$ cat config.mk
export PLATFORM = sky130hd
export DESIGN_NAME = ext_voltage_adc_ctrl
export DESIGN_NICKNAME = d
export VERILOG_FILES = /design/src/ext_voltage_adc_pkg.sv /design/src/ext_voltage_adc_ctrl.sv
export SDC_FILE = /design/constraint.sdc
export NUM_CORES = 1
export LEC_CHECK = 0
export ABC_AREA = 1
export BUFFER_PORTS_ARGS = -buffer_cell sky130_fd_sc_hd__buf_2
export CAP_MARGIN = 20
export CORE_UTILIZATION = 25
export DETAILED_ROUTE_END_ITERATION = 10
export GPL_ROUTABILITY_DRIVEN = 0
export PLACE_DENSITY = 0.5
export SYNTH_ARGS = -nofsm -noshare
export SYNTH_HDL_FRONTEND = slang
export SYNTH_SLANG_ARGS = --single-unit
$ cat constraint.sdc
create_clock -name mclk -period 3.3 [get_ports mclk]
set_input_delay 0.165 -clock mclk [delete_from_list [all_inputs] [get_ports mclk]]
set_output_delay 0.165 -clock mclk [all_outputs]
set_load 0.02 [all_outputs]
$ cat src/ext_voltage_adc_pkg.sv
// Package: register map, fields and timing for the external voltage ADC
// Overview of operation
// Conversion code lands in 8-bit read-only result
// Go bit 2 starts one conversion
// Background conversions off until interval nonzero
// Background period from interval bits 5:4
// Change flag when delta exceeds bits 2:0
// Change condition shown in flag bit 3
// Enable bit 3 forwards flag as request
// Software: single, then delta, then interval
// Full power: single and background allowed
// Battery mode: single conversions only
// Sleep monitor mode: background conversions only
// Result loads only with an ADC interrupt
// Interrupt on big change or single done
// ADC interrupt has no status flag
// Reported code becomes reference; go self-clears
package ext_voltage_adc_pkg;
    localparam logic [7:0] ADDR_START = 8'h00_d8;
    localparam logic [7:0] ADDR_IRQ_ENABLE = 8'h00_ec;
    localparam logic [7:0] ADDR_RESULT = 8'h00_ef;
    localparam logic [7:0] ADDR_DELTA = 8'h00_f3;
    localparam logic [7:0] ADDR_IRQ_FLAGS = 8'h00_f8;
    localparam logic [7:0] ADDR_INTERVAL = 8'h00_f9;
    localparam int GO_BIT = 2;
    localparam int CHANGE_BIT = 3;
    localparam int DELTA_LSB = 0;
    localparam int DELTA_W = 3;
    localparam int PERIOD_LSB = 4;
    localparam int PERIOD_W = 2;
    localparam logic [7:0] RESET_BYTE = 8'h00_00;
    // Conversion time in ns, and cycles at the 10 ns clock
    localparam int CONV_TIME_NS = 1000;
    localparam int CLK_PERIOD_NS = 10;
    localparam int CONV_CYCLES = (CONV_TIME_NS + CLK_PERIOD_NS - 1)
        / CLK_PERIOD_NS;
    // Background interval lengths in cycles, per field code 1..3
    localparam int PERIOD1_CYCLES = 1000;
    localparam int PERIOD2_CYCLES = 2000;
    localparam int PERIOD3_CYCLES = 4000;

    typedef enum logic [1:0] {
        full_power_mode,
        battery_mode,
        sleep_monitor_mode
    } power_mode_e;

    typedef struct packed {
        logic wr;
        logic rd;
        logic [7:0] addr;
        logic [7:0] wdata;
    } reg_req_s;
endpackage : ext_voltage_adc_pkg

$ cat src/ext_voltage_adc_ctrl.sv
// Module: external voltage ADC sequencing and its registers
`timescale 1ns/1ps
module ext_voltage_adc_ctrl
    import ext_voltage_adc_pkg::*;
#(
    parameter int CONV_LEN = CONV_CYCLES,
    parameter int PER1 = PERIOD1_CYCLES,
    parameter int PER2 = PERIOD2_CYCLES,
    parameter int PER3 = PERIOD3_CYCLES
) (
    input wire logic mclk,
    input wire logic rst,
    input wire reg_req_s req,
    input wire power_mode_e power_mode,
    input wire logic [7:0] external_sense_input,
    output logic [7:0] rdata,
    output logic adc_irq,
    output logic power_irq,
    output logic conv_start
);
    typedef enum logic [1:0] {
        st_idle,
        st_conv
    } conv_state_e;

    logic go_q, go_d;
    logic [7:0] irq_en_q, irq_en_d;
    logic [7:0] result_q, result_d;
    logic [7:0] ref_q, ref_d;
    logic [7:0] delta_cfg_q, delta_cfg_d;
    logic [7:0] interval_cfg_q, interval_cfg_d;
    logic change_q, change_d;
    logic [7:0] rdata_q, rdata_d;
    logic adc_irq_q, adc_irq_d;
    logic power_irq_q, power_irq_d;
    logic conv_start_q, conv_start_d;
    conv_state_e state_q, state_d;
    logic single_q, single_d;
    logic [15:0] conv_cnt_q, conv_cnt_d;
    logic [15:0] per_cnt_q, per_cnt_d;

    logic [PERIOD_W-1:0] period_sel;
    logic [DELTA_W-1:0] delta_sel;
    logic bg_allowed;
    logic single_allowed;
    logic big_change;
    logic wr_start;
    logic wr_irq_en;
    logic wr_delta;
    logic wr_interval;
    logic wr_flags;
    logic start_single;
    logic start_bg;
    logic conv_last;
    logic report;

    function automatic logic [15:0] period_len(
        input logic [PERIOD_W-1:0] sel
    );
        case (sel)
            2'h1: period_len = 16'(PER1);
            2'h2: period_len = 16'(PER2);
            2'h3: period_len = 16'(PER3);
            default: period_len = 16'h0000;
        endcase
    endfunction : period_len

    function automatic logic [7:0] abs_diff(
        input logic [7:0] a,
        input logic [7:0] b
    );
        abs_diff = (a > b) ? a - b : b - a;
    endfunction : abs_diff

    // Register write strobe decode for one address
    function automatic logic write_hit(
        input reg_req_s r,
        input logic [7:0] a
    );
        write_hit = r.wr && (r.addr == a);
    endfunction : write_hit

    assign period_sel = interval_cfg_q[PERIOD_LSB +: PERIOD_W];
    assign delta_sel = delta_cfg_q[DELTA_LSB +: DELTA_W];
    // Mode gating of the two conversion sources
    assign bg_allowed = (power_mode == full_power_mode)
        || (power_mode == sleep_monitor_mode);
    assign single_allowed = (power_mode != sleep_monitor_mode);
    assign big_change = abs_diff(external_sense_input, ref_q)
        > {5'h0_0, delta_sel};
    assign wr_start = write_hit(req, ADDR_START);
    assign wr_irq_en = write_hit(req, ADDR_IRQ_ENABLE);
    assign wr_delta = write_hit(req, ADDR_DELTA);
    assign wr_interval = write_hit(req, ADDR_INTERVAL);
    assign wr_flags = write_hit(req, ADDR_IRQ_FLAGS);
    // Single requests take priority over a due background tick
    assign start_single = (state_q == st_idle) && go_q
        && single_allowed;
    assign start_bg = (state_q == st_idle) && !start_single
        && (period_sel != '0) && bg_allowed
        && (per_cnt_q + 16'h0001 >= period_len(period_sel));
    assign conv_last = (state_q == st_conv)
        && (conv_cnt_q + 16'h0001 >= 16'(CONV_LEN));
    // Result and reference only move when an interrupt goes out
    assign report = conv_last && (single_q || big_change);

    // Go bit: set by software, cleared when its conversion ends
    always_comb begin
        go_d = go_q;
        if (wr_start) begin
            go_d = req.wdata[GO_BIT];
        end
        // Completion wins against a same-cycle write
        if (conv_last && single_q) begin
            go_d = 1'b0;
        end
    end

    always_ff @(posedge mclk) begin
        if (rst) begin
            go_q <= 1'b0;
        end else begin
            go_q <= go_d;
        end
    end

    // Interrupt enable byte
    always_comb begin
        irq_en_d = irq_en_q;
        if (wr_irq_en) begin
            irq_en_d = req.wdata;
        end
    end

    always_ff @(posedge mclk) begin
        if (rst) begin
            irq_en_q <= RESET_BYTE;
        end else begin
            irq_en_q <= irq_en_d;
        end
    end

    // Delta and interval configuration
    always_comb begin
        delta_cfg_d = delta_cfg_q;
        interval_cfg_d = interval_cfg_q;
        if (wr_delta) begin
            delta_cfg_d = req.wdata;
        end
        if (wr_interval) begin
            interval_cfg_d = req.wdata;
        end
    end

    always_ff @(posedge mclk) begin
        if (rst) begin
            delta_cfg_q <= RESET_BYTE;
            interval_cfg_q <= RESET_BYTE;
        end else begin
            delta_cfg_q <= delta_cfg_d;
            interval_cfg_q <= interval_cfg_d;
        end
    end

    // Change flag: write zero to clear, a hardware set wins a tie
    always_comb begin
        change_d = change_q;
        if (wr_flags && !req.wdata[CHANGE_BIT]) begin
            change_d = 1'b0;
        end
        if (conv_last && !single_q && big_change) begin
            change_d = 1'b1;
        end
    end

    always_ff @(posedge mclk) begin
        if (rst) begin
            change_q <= 1'b0;
        end else begin
            change_q <= change_d;
        end
    end

    // Conversion sequencer and background interval counter
    always_comb begin
        state_d = state_q;
        single_d = single_q;
        conv_cnt_d = conv_cnt_q;
        per_cnt_d = per_cnt_q;
        // Interval zero keeps background off, including after reset
        if (period_sel == '0 || !bg_allowed) begin
            per_cnt_d = '0;
        end else if (state_q == st_idle) begin
            per_cnt_d = per_cnt_q + 16'h0001;
        end
        case (state_q)
            st_idle: begin
                if (start_single) begin
                    state_d = st_conv;
                    single_d = 1'b1;
                    conv_cnt_d = '0;
                end else if (start_bg) begin
                    state_d = st_conv;
                    single_d = 1'b0;
                    conv_cnt_d = '0;
                    per_cnt_d = '0;
                end
            end
            st_conv: begin
                conv_cnt_d = conv_cnt_q + 16'h0001;
                if (conv_last) begin
                    state_d = st_idle;
                end
            end
            default: begin
                state_d = st_idle;
            end
        endcase
    end

    always_ff @(posedge mclk) begin
        if (rst) begin
            state_q <= st_idle;
            single_q <= 1'b0;
            conv_cnt_q <= '0;
            per_cnt_q <= '0;
        end else begin
            state_q <= state_d;
            single_q <= single_d;
            conv_cnt_q <= conv_cnt_d;
            per_cnt_q <= per_cnt_d;
        end
    end

    // Result register, read-only to software
    always_comb begin
        result_d = result_q;
        if (report) begin
            result_d = external_sense_input;
        end
    end

    always_ff @(posedge mclk) begin
        if (rst) begin
            result_q <= RESET_BYTE;
        end else begin
            result_q <= result_d;
        end
    end

    // Reference for later delta comparisons
    always_comb begin
        ref_d = ref_q;
        if (report) begin
            ref_d = external_sense_input;
        end
    end

    always_ff @(posedge mclk) begin
        if (rst) begin
            ref_q <= RESET_BYTE;
        end else begin
            ref_q <= ref_d;
        end
    end

    // One-cycle events and the level power request
    always_comb begin
        adc_irq_d = report;
        conv_start_d = start_single || start_bg;
        power_irq_d = change_d && irq_en_d[CHANGE_BIT];
    end

    always_ff @(posedge mclk) begin
        if (rst) begin
            adc_irq_q <= 1'b0;
            conv_start_q <= 1'b0;
            power_irq_q <= 1'b0;
        end else begin
            adc_irq_q <= adc_irq_d;
            conv_start_q <= conv_start_d;
            power_irq_q <= power_irq_d;
        end
    end

    // Read mux; the ADC interrupt itself has no readable flag
    always_comb begin
        rdata_d = RESET_BYTE;
        if (req.rd) begin
            case (req.addr)
                ADDR_START: rdata_d = {5'h0_0, go_q, 2'h0};
                ADDR_IRQ_ENABLE: rdata_d = irq_en_q;
                ADDR_RESULT: rdata_d = result_q;
                ADDR_DELTA: rdata_d = delta_cfg_q;
                ADDR_IRQ_FLAGS: rdata_d = {4'h0, change_q, 3'h0};
                ADDR_INTERVAL: rdata_d = interval_cfg_q;
                default: rdata_d = RESET_BYTE;
            endcase
        end
    end

    always_ff @(posedge mclk) begin
        if (rst) begin
            rdata_q <= RESET_BYTE;
        end else begin
            rdata_q <= rdata_d;
        end
    end

    assign rdata = rdata_q;
    assign adc_irq = adc_irq_q;
    assign power_irq = power_irq_q;
    assign conv_start = conv_start_q;
endmodule : ext_voltage_adc_ctrl

Word level (Yosys, flattened, before mapping)
Index checks and enable logic that the tools add are counted.
{"block": "word_totals", "output_inout_bits": 11, "elab_cells": 95, "latch_bits": 0, "ramBits": 0, "ff_bits": 80, "mem_bits_ro": 0, "n_memories": 0}
{"block": "op_classes", "mux": 20, "n_lt_le_gt_ge": 4, "add_sub_neg": 4, "shift": 0, "n_div": 0, "n_bitwise": 1, "eq_ne": 14, "mul": 0, "n_reduce_logical": 37}
{"operator": "16-bit two-way mux", "n": 7}
{"operator": "8-bit equality test, second input constant", "n": 6}
{"operator": "8-bit case mux with 6 select lines", "n": 1}
{"operator": "12-bit case mux with 3 select lines", "n": 1}
{"operator": "16-bit by 1-bit adder with 16-bit output, second input constant", "n": 2}
{"operator": "16-bit case mux with 2 select lines", "n": 1}
{"operator": "1-bit logical AND", "n": 18}
{"operator": "16-bit >= comparator", "n": 1}
{"operator": "16-bit by 7-bit >= comparator with 1-bit output, second input constant", "n": 1}
{"operator": "8-bit subtractor", "n": 2}
{"operator": "8-bit by 3-bit greater-than comparator with 1-bit output", "n": 1}
{"operator": "8-bit greater-than comparator", "n": 1}
{"operator": "8-bit two-way mux", "n": 1}
{"operator": "2-bit equality test, second input constant", "n": 3}
{"operator": "2-bit logical NOT", "n": 3}
{"operator": "2-bit two-way mux", "n": 3}
{"operator": "2-bit AND reduction", "n": 3}
{"operator": "2-bit nonzero test", "n": 3}
{"operator": "2-bit by 1-bit equality test with 1-bit output, second input constant", "n": 2}
{"operator": "1-bit logical NOT", "n": 4}
{"operator": "1-bit logical OR", "n": 4}
{"operator": "1-bit two-way mux", "n": 4}
{"operator": "4-bit two-way mux", "n": 1}
{"operator": "2-bit != test, second input constant", "n": 2}
{"operator": "4 further kinds", "n": 5}

Logic depth before layout (Yosys ltp)
Gate-level depths: netlist of run 1.
{"block": "logic_depth", "ltp_word": 11, "depth_mapped": 21, "ltp_nobuf": 20}

Worst setup path before layout of run 1
Ideal clock, no wire load.
{"block": "synth_timing", "path_type": "register to register", "start": "reg ref_q[0]", "end": "reg ref_q[1]", "arrival_time_ps": 2845, "synth_period_minus_slack_ps": 2960, "setup_time_ps": 115, "stages_incl_launch_ff": 19, "path_slack_ps": 340, "required_ps": 3185, "path_cell_list": "dfxtp_1 > ha_1 > inv_1 > fa_1 > nand3_1 > nand2_1 > nand2_1 > nand2_1 > nand2_2 > mux2_2 > ha_1 > inv_1 > nor2_1 > o21a_1 > o21ai_0 > nand3_2 > buf_6 > a21oi_1 > nor2_1"}
{"block": "synth_between", "elab_chain_cells": 5}
{"item": "start: declaration", "line_no": "ext_voltage_adc_ctrl.sv:29", "source": "logic [7:0] ref_q, ref_d;"}
{"item": "start signal: assignment", "line_no": "ext_voltage_adc_ctrl.sv:263", "source": "ref_q <= ref_d;"}
{"item": "8-bit subtractor / 8-bit greater-than comparator (equally long branches)", "line_no": "ext_voltage_adc_ctrl.sv:72", "source": "abs_diff = (a > b) ? a - b : b - a;"}
{"item": "8-bit two-way mux (*)", "line_no": "ext_voltage_adc_ctrl.sv:72"}
{"item": "8-bit by 3-bit greater-than comparator with 1-bit output (*)", "line_no": "ext_voltage_adc_ctrl.sv:90", "source": "> {5'h0_0, delta_sel};"}
{"item": "1-bit logical OR (*)", "line_no": "ext_voltage_adc_ctrl.sv:105", "source": "assign report = conv_last && (single_q || big_change);"}
{"item": "1-bit logical AND (*)", "line_no": "ext_voltage_adc_ctrl.sv:105"}
Every way passes the cells marked *; elsewhere a longest branch is shown, timed or not.
A chain may end at the register's enable or synchronous reset.

Worst setup path after layout of run 1
Same ends and word-level chain as after synthesis.

==> impl_metrics.yaml, run 1 <==
clock_tree:
  htreeDepth: 3
  cts_setup_buffers: 0
  cts_tree: "built"
  clock-root-buffer: "clkbuf_16"
  cts_buffer_depth: 2
  clk_pin_slew_worst_paths_ns: 0.06
  worstSkewPairLatency_ns: 0.34
  cts_inserted_buffers: 9
  cts_num_sinks: 79
  cts.repair.resized: 0
  hold_buffers: 0
yosys:
  synthFlopType: "dfxtp_1"
  synth-adder-area-share_pct: 9.27
  synth_cell_types: 41
  synthArstFlopShare_pct: 0
  synth_edf_count: 0
  synth_compound_area_share_pct: 12.7
  synth_mux_area_share_pct: 0.412
  synth_top_family_by_area: "simple AND/OR/NAND/NOR gates"
  synth.ff_latch_count: 79
  ys_warn_count: 0
  synth_seq_area_share_pct: 30.7
  syn_area_sq_mm: 0.00516
  syn-num-nets: 846
  syn_avg_cell_area_sq_um: 6.62
  syn_inst: 779
  synthSimpleGateAreaFrac_pct: 35.4
  synth-xor-area-share_pct: 1.70
route:
  drt_iter0_drc: 253
  vias: 5011
  routed_via_density: 4.56
  drt_wl_total_um: 14400
  drc_errors: 0
  routedWlPerCell_um: 13.1
  drtAntennaViolNets: 0
  first_pass_iters: 5
die:
  pin_count: 41
  core_area_sq_mm: 0.0202
  die_area_sq_mm: 0.0212
  die_h_um: 146
  initial_core_util_pct: 25.5
  die_w_um: 146
  num_rows: 52
worst_setup_path:
  arrival_ns: 3.30
  end_kind: "register"
  cp.required_ns: 3.54
  path_class: "register to register"
  critPathMaxStageDelay_ns: 0.40
  critPathSlowestCell: "fa_1"
  worst-path-buf-inv: 2
  critPathLaunchType: "register"
  worst_path_most_repeated_cell: "nand2_1"
  crit_fanout: 8
  cpLargestDelayFamily: "adder cells"
  crit_chain: "ha_1 > inv_1 > fa_1 > nand3_1 > nand2_1 > nand2_1 > nand2_1 > nand2_2 > mux2_2 > ha_1 > inv_1 > nor2_1 > o21a_1 > o21ai_2 > nand3_2 > a21oi_1 > nor2_1"
sta:
  worstMarginPinSlew_ns: 0.847
  skew_ns: 0.00705
  period_needed_ns: 3.06
  postLayoutSetupSlackWorst_ns: 0.238
  period_share_pct: 92.8
  max_freq_mhz: 327
  holdWs_ns: 0.0814
  rsz0062_at_grt: "no"
  max_slew_margin_pct: 43.3
  drv_slew: 0
  fin_setup_tns_ns: 0
  hold_viol: 0
  setup_viol: 0
power:
  p_leak_nw: 2.54
  total_power_mw: 2.06
  peakVddDrop_mv: 0.175
  powerDensity_mw_per_mm2: 344
final_layout:
  syn_to_final_growth_pct: 16.3
  nets: 890
  finish.utilization_pct: 29.6
  drive_gt1_share_pct: 12.4
  diodes: 0
  final_common_cell: "nand2_1"
  final_cell_mix: "nand2_1 (203), inv_1 (101), nor2_1 (82), dfxtp_1 (79), nand3_1 (74)"
worst_hold_path:
  hold_class: "input port to register"
placed_design:
  place_hpwl_um: 10700
  numPortBuffers: 40
  dp_slack_ns: 0.0491
global_routing:
  grt_pass1_vias: 4705
  gr-total-overflow: 0
  grt_max_degree: 32
  grt.total_usage_pct: 13.9
  antenna_found_initial: 0
  grt_pass1_wl_um: 24000
run:
  maxCapViolations: 0
status:
  status: "finished clean"
## metal layers
metal	vias to the layer above	GRT usage [%]	share of wire (%)
li1	2635	-	-
met1	2275	19.6	51
met2	89	21.9	44
met3	12	2.66	3.7
met4	0	3.00	1.0
met5	-	0	0
## power breakdown
part	internal (mW)	switching, mW	total (mW)
clock network	0.531	0.428	0.959
logic	0.0538	0.0974	0.151
registers	0.954	0.000458	0.954
total	1.54	0.525	2.06
## metrics by stage
stage	instance area, sq um	std cells
2_1_floorplan	5160	779
5_1_grt	6000	1098
3_3_place_gp	5690	1081
6_report	6000	1098
4_1_cts	5980	1097
3_5_place_dp	5690	1081
## worst paths after layout
path | from | endpoint | slack [ns] | cells past startpoint
hold reg to reg | interval_cfg_q[3] | interval_cfg_q[3] | 0.46 | 2
hold / removal | req[0] | irq_en_q[0] | 0.08 | 3
setup / recovery | ref_q[0] | ref_q[1] | 0.24 | 17
setup reg to reg | ref_q[0] | ref_q[1] | 0.24 | 17
## cells in the mapped netlist, types with 2 or more instances
master / n / area, sq um
a211oi_2: 6 / 75.1
xor2_1: 8 / 70.1
inv_1: 101 / 379
nor3_1: 9 / 45.0
buf_4: 2 / 15.0
buf_6: 3 / 33.8
clkinv_1: 2 / 7.51
xnor2_1: 2 / 17.5
nor3_2: 2 / 20.0
o21ai_0: 26 / 130
nand3b_1: 2 / 15.0
a21oi_1: 52 / 260
fa_1: 2 / 40.0
nor2_1: 82 / 308
nand3_1: 74 / 370
clkbuf_1: 15 / 56.3
a211oi_1: 6 / 45.0
nand4_1: 27 / 169
nand2_1: 203 / 762
dfxtp_1: 79 / 1580
buf_2: 2 / 10.0
nor2_2: 4 / 25.0
nand3_2: 3 / 30.0
a221oi_1: 2 / 17.5
ha_1: 35 / 438
a21oi_2: 2 / 17.5
or2_2: 4 / 25.0
nand2_4: 2 / 22.5
o22ai_1: 3 / 18.8
a41oi_1: 5 / 43.8
nand2_2: 4 / 25.0
## registers in the layout (all words and copies together), names as in the netlist
signal          flops
single_q            1
power_irq           1
change_q            1
state_q             1
conv_start          1
rdata               8
go_q                1
interval_cfg_q      8
ref_q               8
per_cnt_q          16
adc_irq             1
irq_en_q            8
delta_cfg_q         8
conv_cnt_q         16
## cell type report
type                       count  area (sq um)
tap                          270           338
inverter                     103           387
fill                        2231         14200
clock inverter                 6          46.3
sequential                    79          1580
multi-input combinational    575          3090
timing repair buffer          55           313
clock buffer                  10           239
## kinds of logic (layout without fill, tap and decap cells)
kind of cell,after synthesis,after routing
AND/OR/NAND/NOR,417,418
buffers and inverters,126,174
AO/OA/AOI/OAI,108,108
flip-flops,79,79
adder cells (fa/ha/maj),37,37
XOR/XNOR,10,10
multiplexers,2,2
## worst register-to-register path, delay by kind of cell, from the launching register on
family,cells,cell delay [ns]
and+or+nand+nor,8,0.74
adders and majority gates,3,0.83
muxes,1,0.34
buffers and inverters,2,0.13
AOI/OAI and AO/OA,3,0.60
DFF,1,0.33
(Power assumes the default switching activity.)
==> inputs of run 2 (changes only) <==
- CORE_MARGIN: default -> 10
==> run 2 against run 1 <==
Sequential power barely moved. Die area increased by 26%. Total power is 2.5% higher.
==> impl_metrics.yaml, run 2 (synthesized netlist as in run 1, its figures left out) <==
status:
  status: "finished clean"
global_routing:
  gr-total-overflow: 0
  grt_max_degree: 36
  grt_pass1_wl_um: 24100
  grt_pass1_vias: 4675
  antenna_found_initial: 0
  grt.total_usage_pct: 11.1
sta:
  worstMarginPinSlew_ns: 0.830
  setup_viol: 0
  rsz0062_at_grt: "no"
  holdWs_ns: 0.0779
  period_needed_ns: 2.99
  hold_viol: 0
  drv_slew: 0
  skew_ns: 0.00658
  period_share_pct: 90.7
  max_slew_margin_pct: 44.5
  max_freq_mhz: 334
  fin_setup_tns_ns: 0
die:
  initial_core_util_pct: 25.4
  die_w_um: 164
  core_area_sq_mm: 0.0203
  die_area_sq_mm: 0.0268
  die_h_um: 164
  num_rows: 52
  pin_count: 41
worst_setup_path:
  cp.required_ns: 3.54
  end_kind: "register"
  critPathMaxStageDelay_ns: 0.42
  crit_path_start: "ref_q[0]"
  path_class: "register to register"
  arrival_ns: 3.23
  crit_chain: "ha_1 > inv_1 > fa_1 > nand3_1 > nand2_1 > nand2_1 > nand2_1 > nand2_2 > mux2_2 > ha_1 > inv_1 > nor2_1 > o21a_1 > o21ai_1 > nand3_2 > buf_4 > a21oi_1 > nor2_1"
  ff2ff_path_depth: 18
  crit_fanout: 9
  worst_path_most_repeated_cell: "nand2_1"
  critPathSlowestCell: "fa_1"
  critPathLaunchType: "register"
  reg2reg_from: "ref_q[0]"
route:
  drt_wl_total_um: 14500
  drtAntennaViolNets: 0
  vias: 4926
  drt_iter0_drc: 305
  routedWlPerCell_um: 13.2
  first_pass_iters: 5
  routed_via_density: 4.49
  drc_errors: 0
power:
  powerDensity_mw_per_mm2: 354
  p_leak_nw: 2.56
  peakVddDrop_mv: 0.211
run:
  maxCapViolations: 0
placed_design:
  numPortBuffers: 40
  dp_cells: 1078
  dpl-instance-area_sq_mm: 0.00567
  place_hpwl_um: 11100
clock_tree:
  hold_buffers: 0
  htreeDepth: 3
  cts_tree: "built"
  clock-root-buffer: "clkbuf_16"
  clk_pin_slew_worst_paths_ns: 0.06
  cts_inserted_buffers: 9
  worstSkewPairLatency_ns: 0.35
  cts_buffer_depth: 2
  cts_num_sinks: 79
final_layout:
  multi_input_area_sq_mm: 0.00307
  syn_to_final_growth_pct: 16.0
  diodes: 0
  fin_area_sq_mm: 0.00598
  final_cell_mix: "nand2_1 (203), inv_1 (101), nor2_1 (81), dfxtp_1 (79), nand3_1 (74)"
  fin_cells: 1096
  final_common_cell: "nand2_1"
  reg.largest.list: "conv_cnt_q x16, per_cnt_q x16"
  seq_area_sq_mm: 0.00158
  nets: 888
  finish.utilization_pct: 29.5
  drive_gt1_share_pct: 12.2
  nFillCells: 2327
worst_hold_path:
  hold_class: "input port to register"
  hp-start: "req[0]"
  holdPathStages: 3
[run 2: cell count changes in the layout (fill, tap and decap cells not counted), sizes merged]
| cell | before | now |
|---|---|---|
| clkinvlp | 5 | 2 |
| clkinv | 3 | 5 |
| buf | 55 | 54 |
| bufinv | 0 | 1 |
| nand3 | 78 | 77 |
[run 2: per-layer routing]
layer	track usage (%)	wire length, um	vias up
li1	-	-	2631
met4	2.76	158	0
met1	15.1	7390	2203
met2	17.2	6520	80
met3	2.79	448	12
met5	0	0	-
[run 2: per-stage QoR]
| stage | setup slack, ns | total power [mW] |
|---|---|---|
| after floorplan | 0.340 | 1.07 |
| after global placement | 0.137 | 1.12 |
| after detailed placement | 0.0260 | 1.12 |
| after CTS | 0.0637 | 2.15 |
| after global routing | 0.0370 | 2.21 |
| final | 0.308 | 2.12 |
[run 2: final timing paths]
path                       end  slack (ns)
min reg2reg  interval_cfg_q[2]        0.46
max reg2reg           ref_q[4]        0.31
min                irq_en_q[0]        0.08
max                   ref_q[4]        0.31
[run 2: cell type report]
cell class / instances / share of cell area [%]
clock buffer: 10 / 3.99
timing repair buffer: 54 / 5.10
multi-input combinational: 574 / 51.4
clock inverter: 6 / 1.00
inverter: 103 / 6.46
tap: 270 / 5.64
sequential: 79 / 26.4
[run 2: report_power, final]
part / internal (mW) / total [mW] / switching, mW
registers: 0.954 / 0.955 / 0.000584
clock network: 0.602 / 1.02 / 0.415
logic: 0.0527 / 0.145 / 0.0922
[run 2: timing repair]
action / in CTS / in global routing
buffers inserted: 0 / 2
gates resized for setup: 0 / 2
setup endpoints to repair: 0 / 11
hold endpoints to repair: 0 / 0
[run 2: critical path, delay by kind of cell, from the launching register on]
family                     cells  cell delay, ns
AOI/OAI and AO/OA              3            0.46
DFF                            1            0.33
buffers and inverters          3            0.31
and+or+nand+nor                8            0.59
muxes                          1            0.34
adders and majority gates      3            0.85
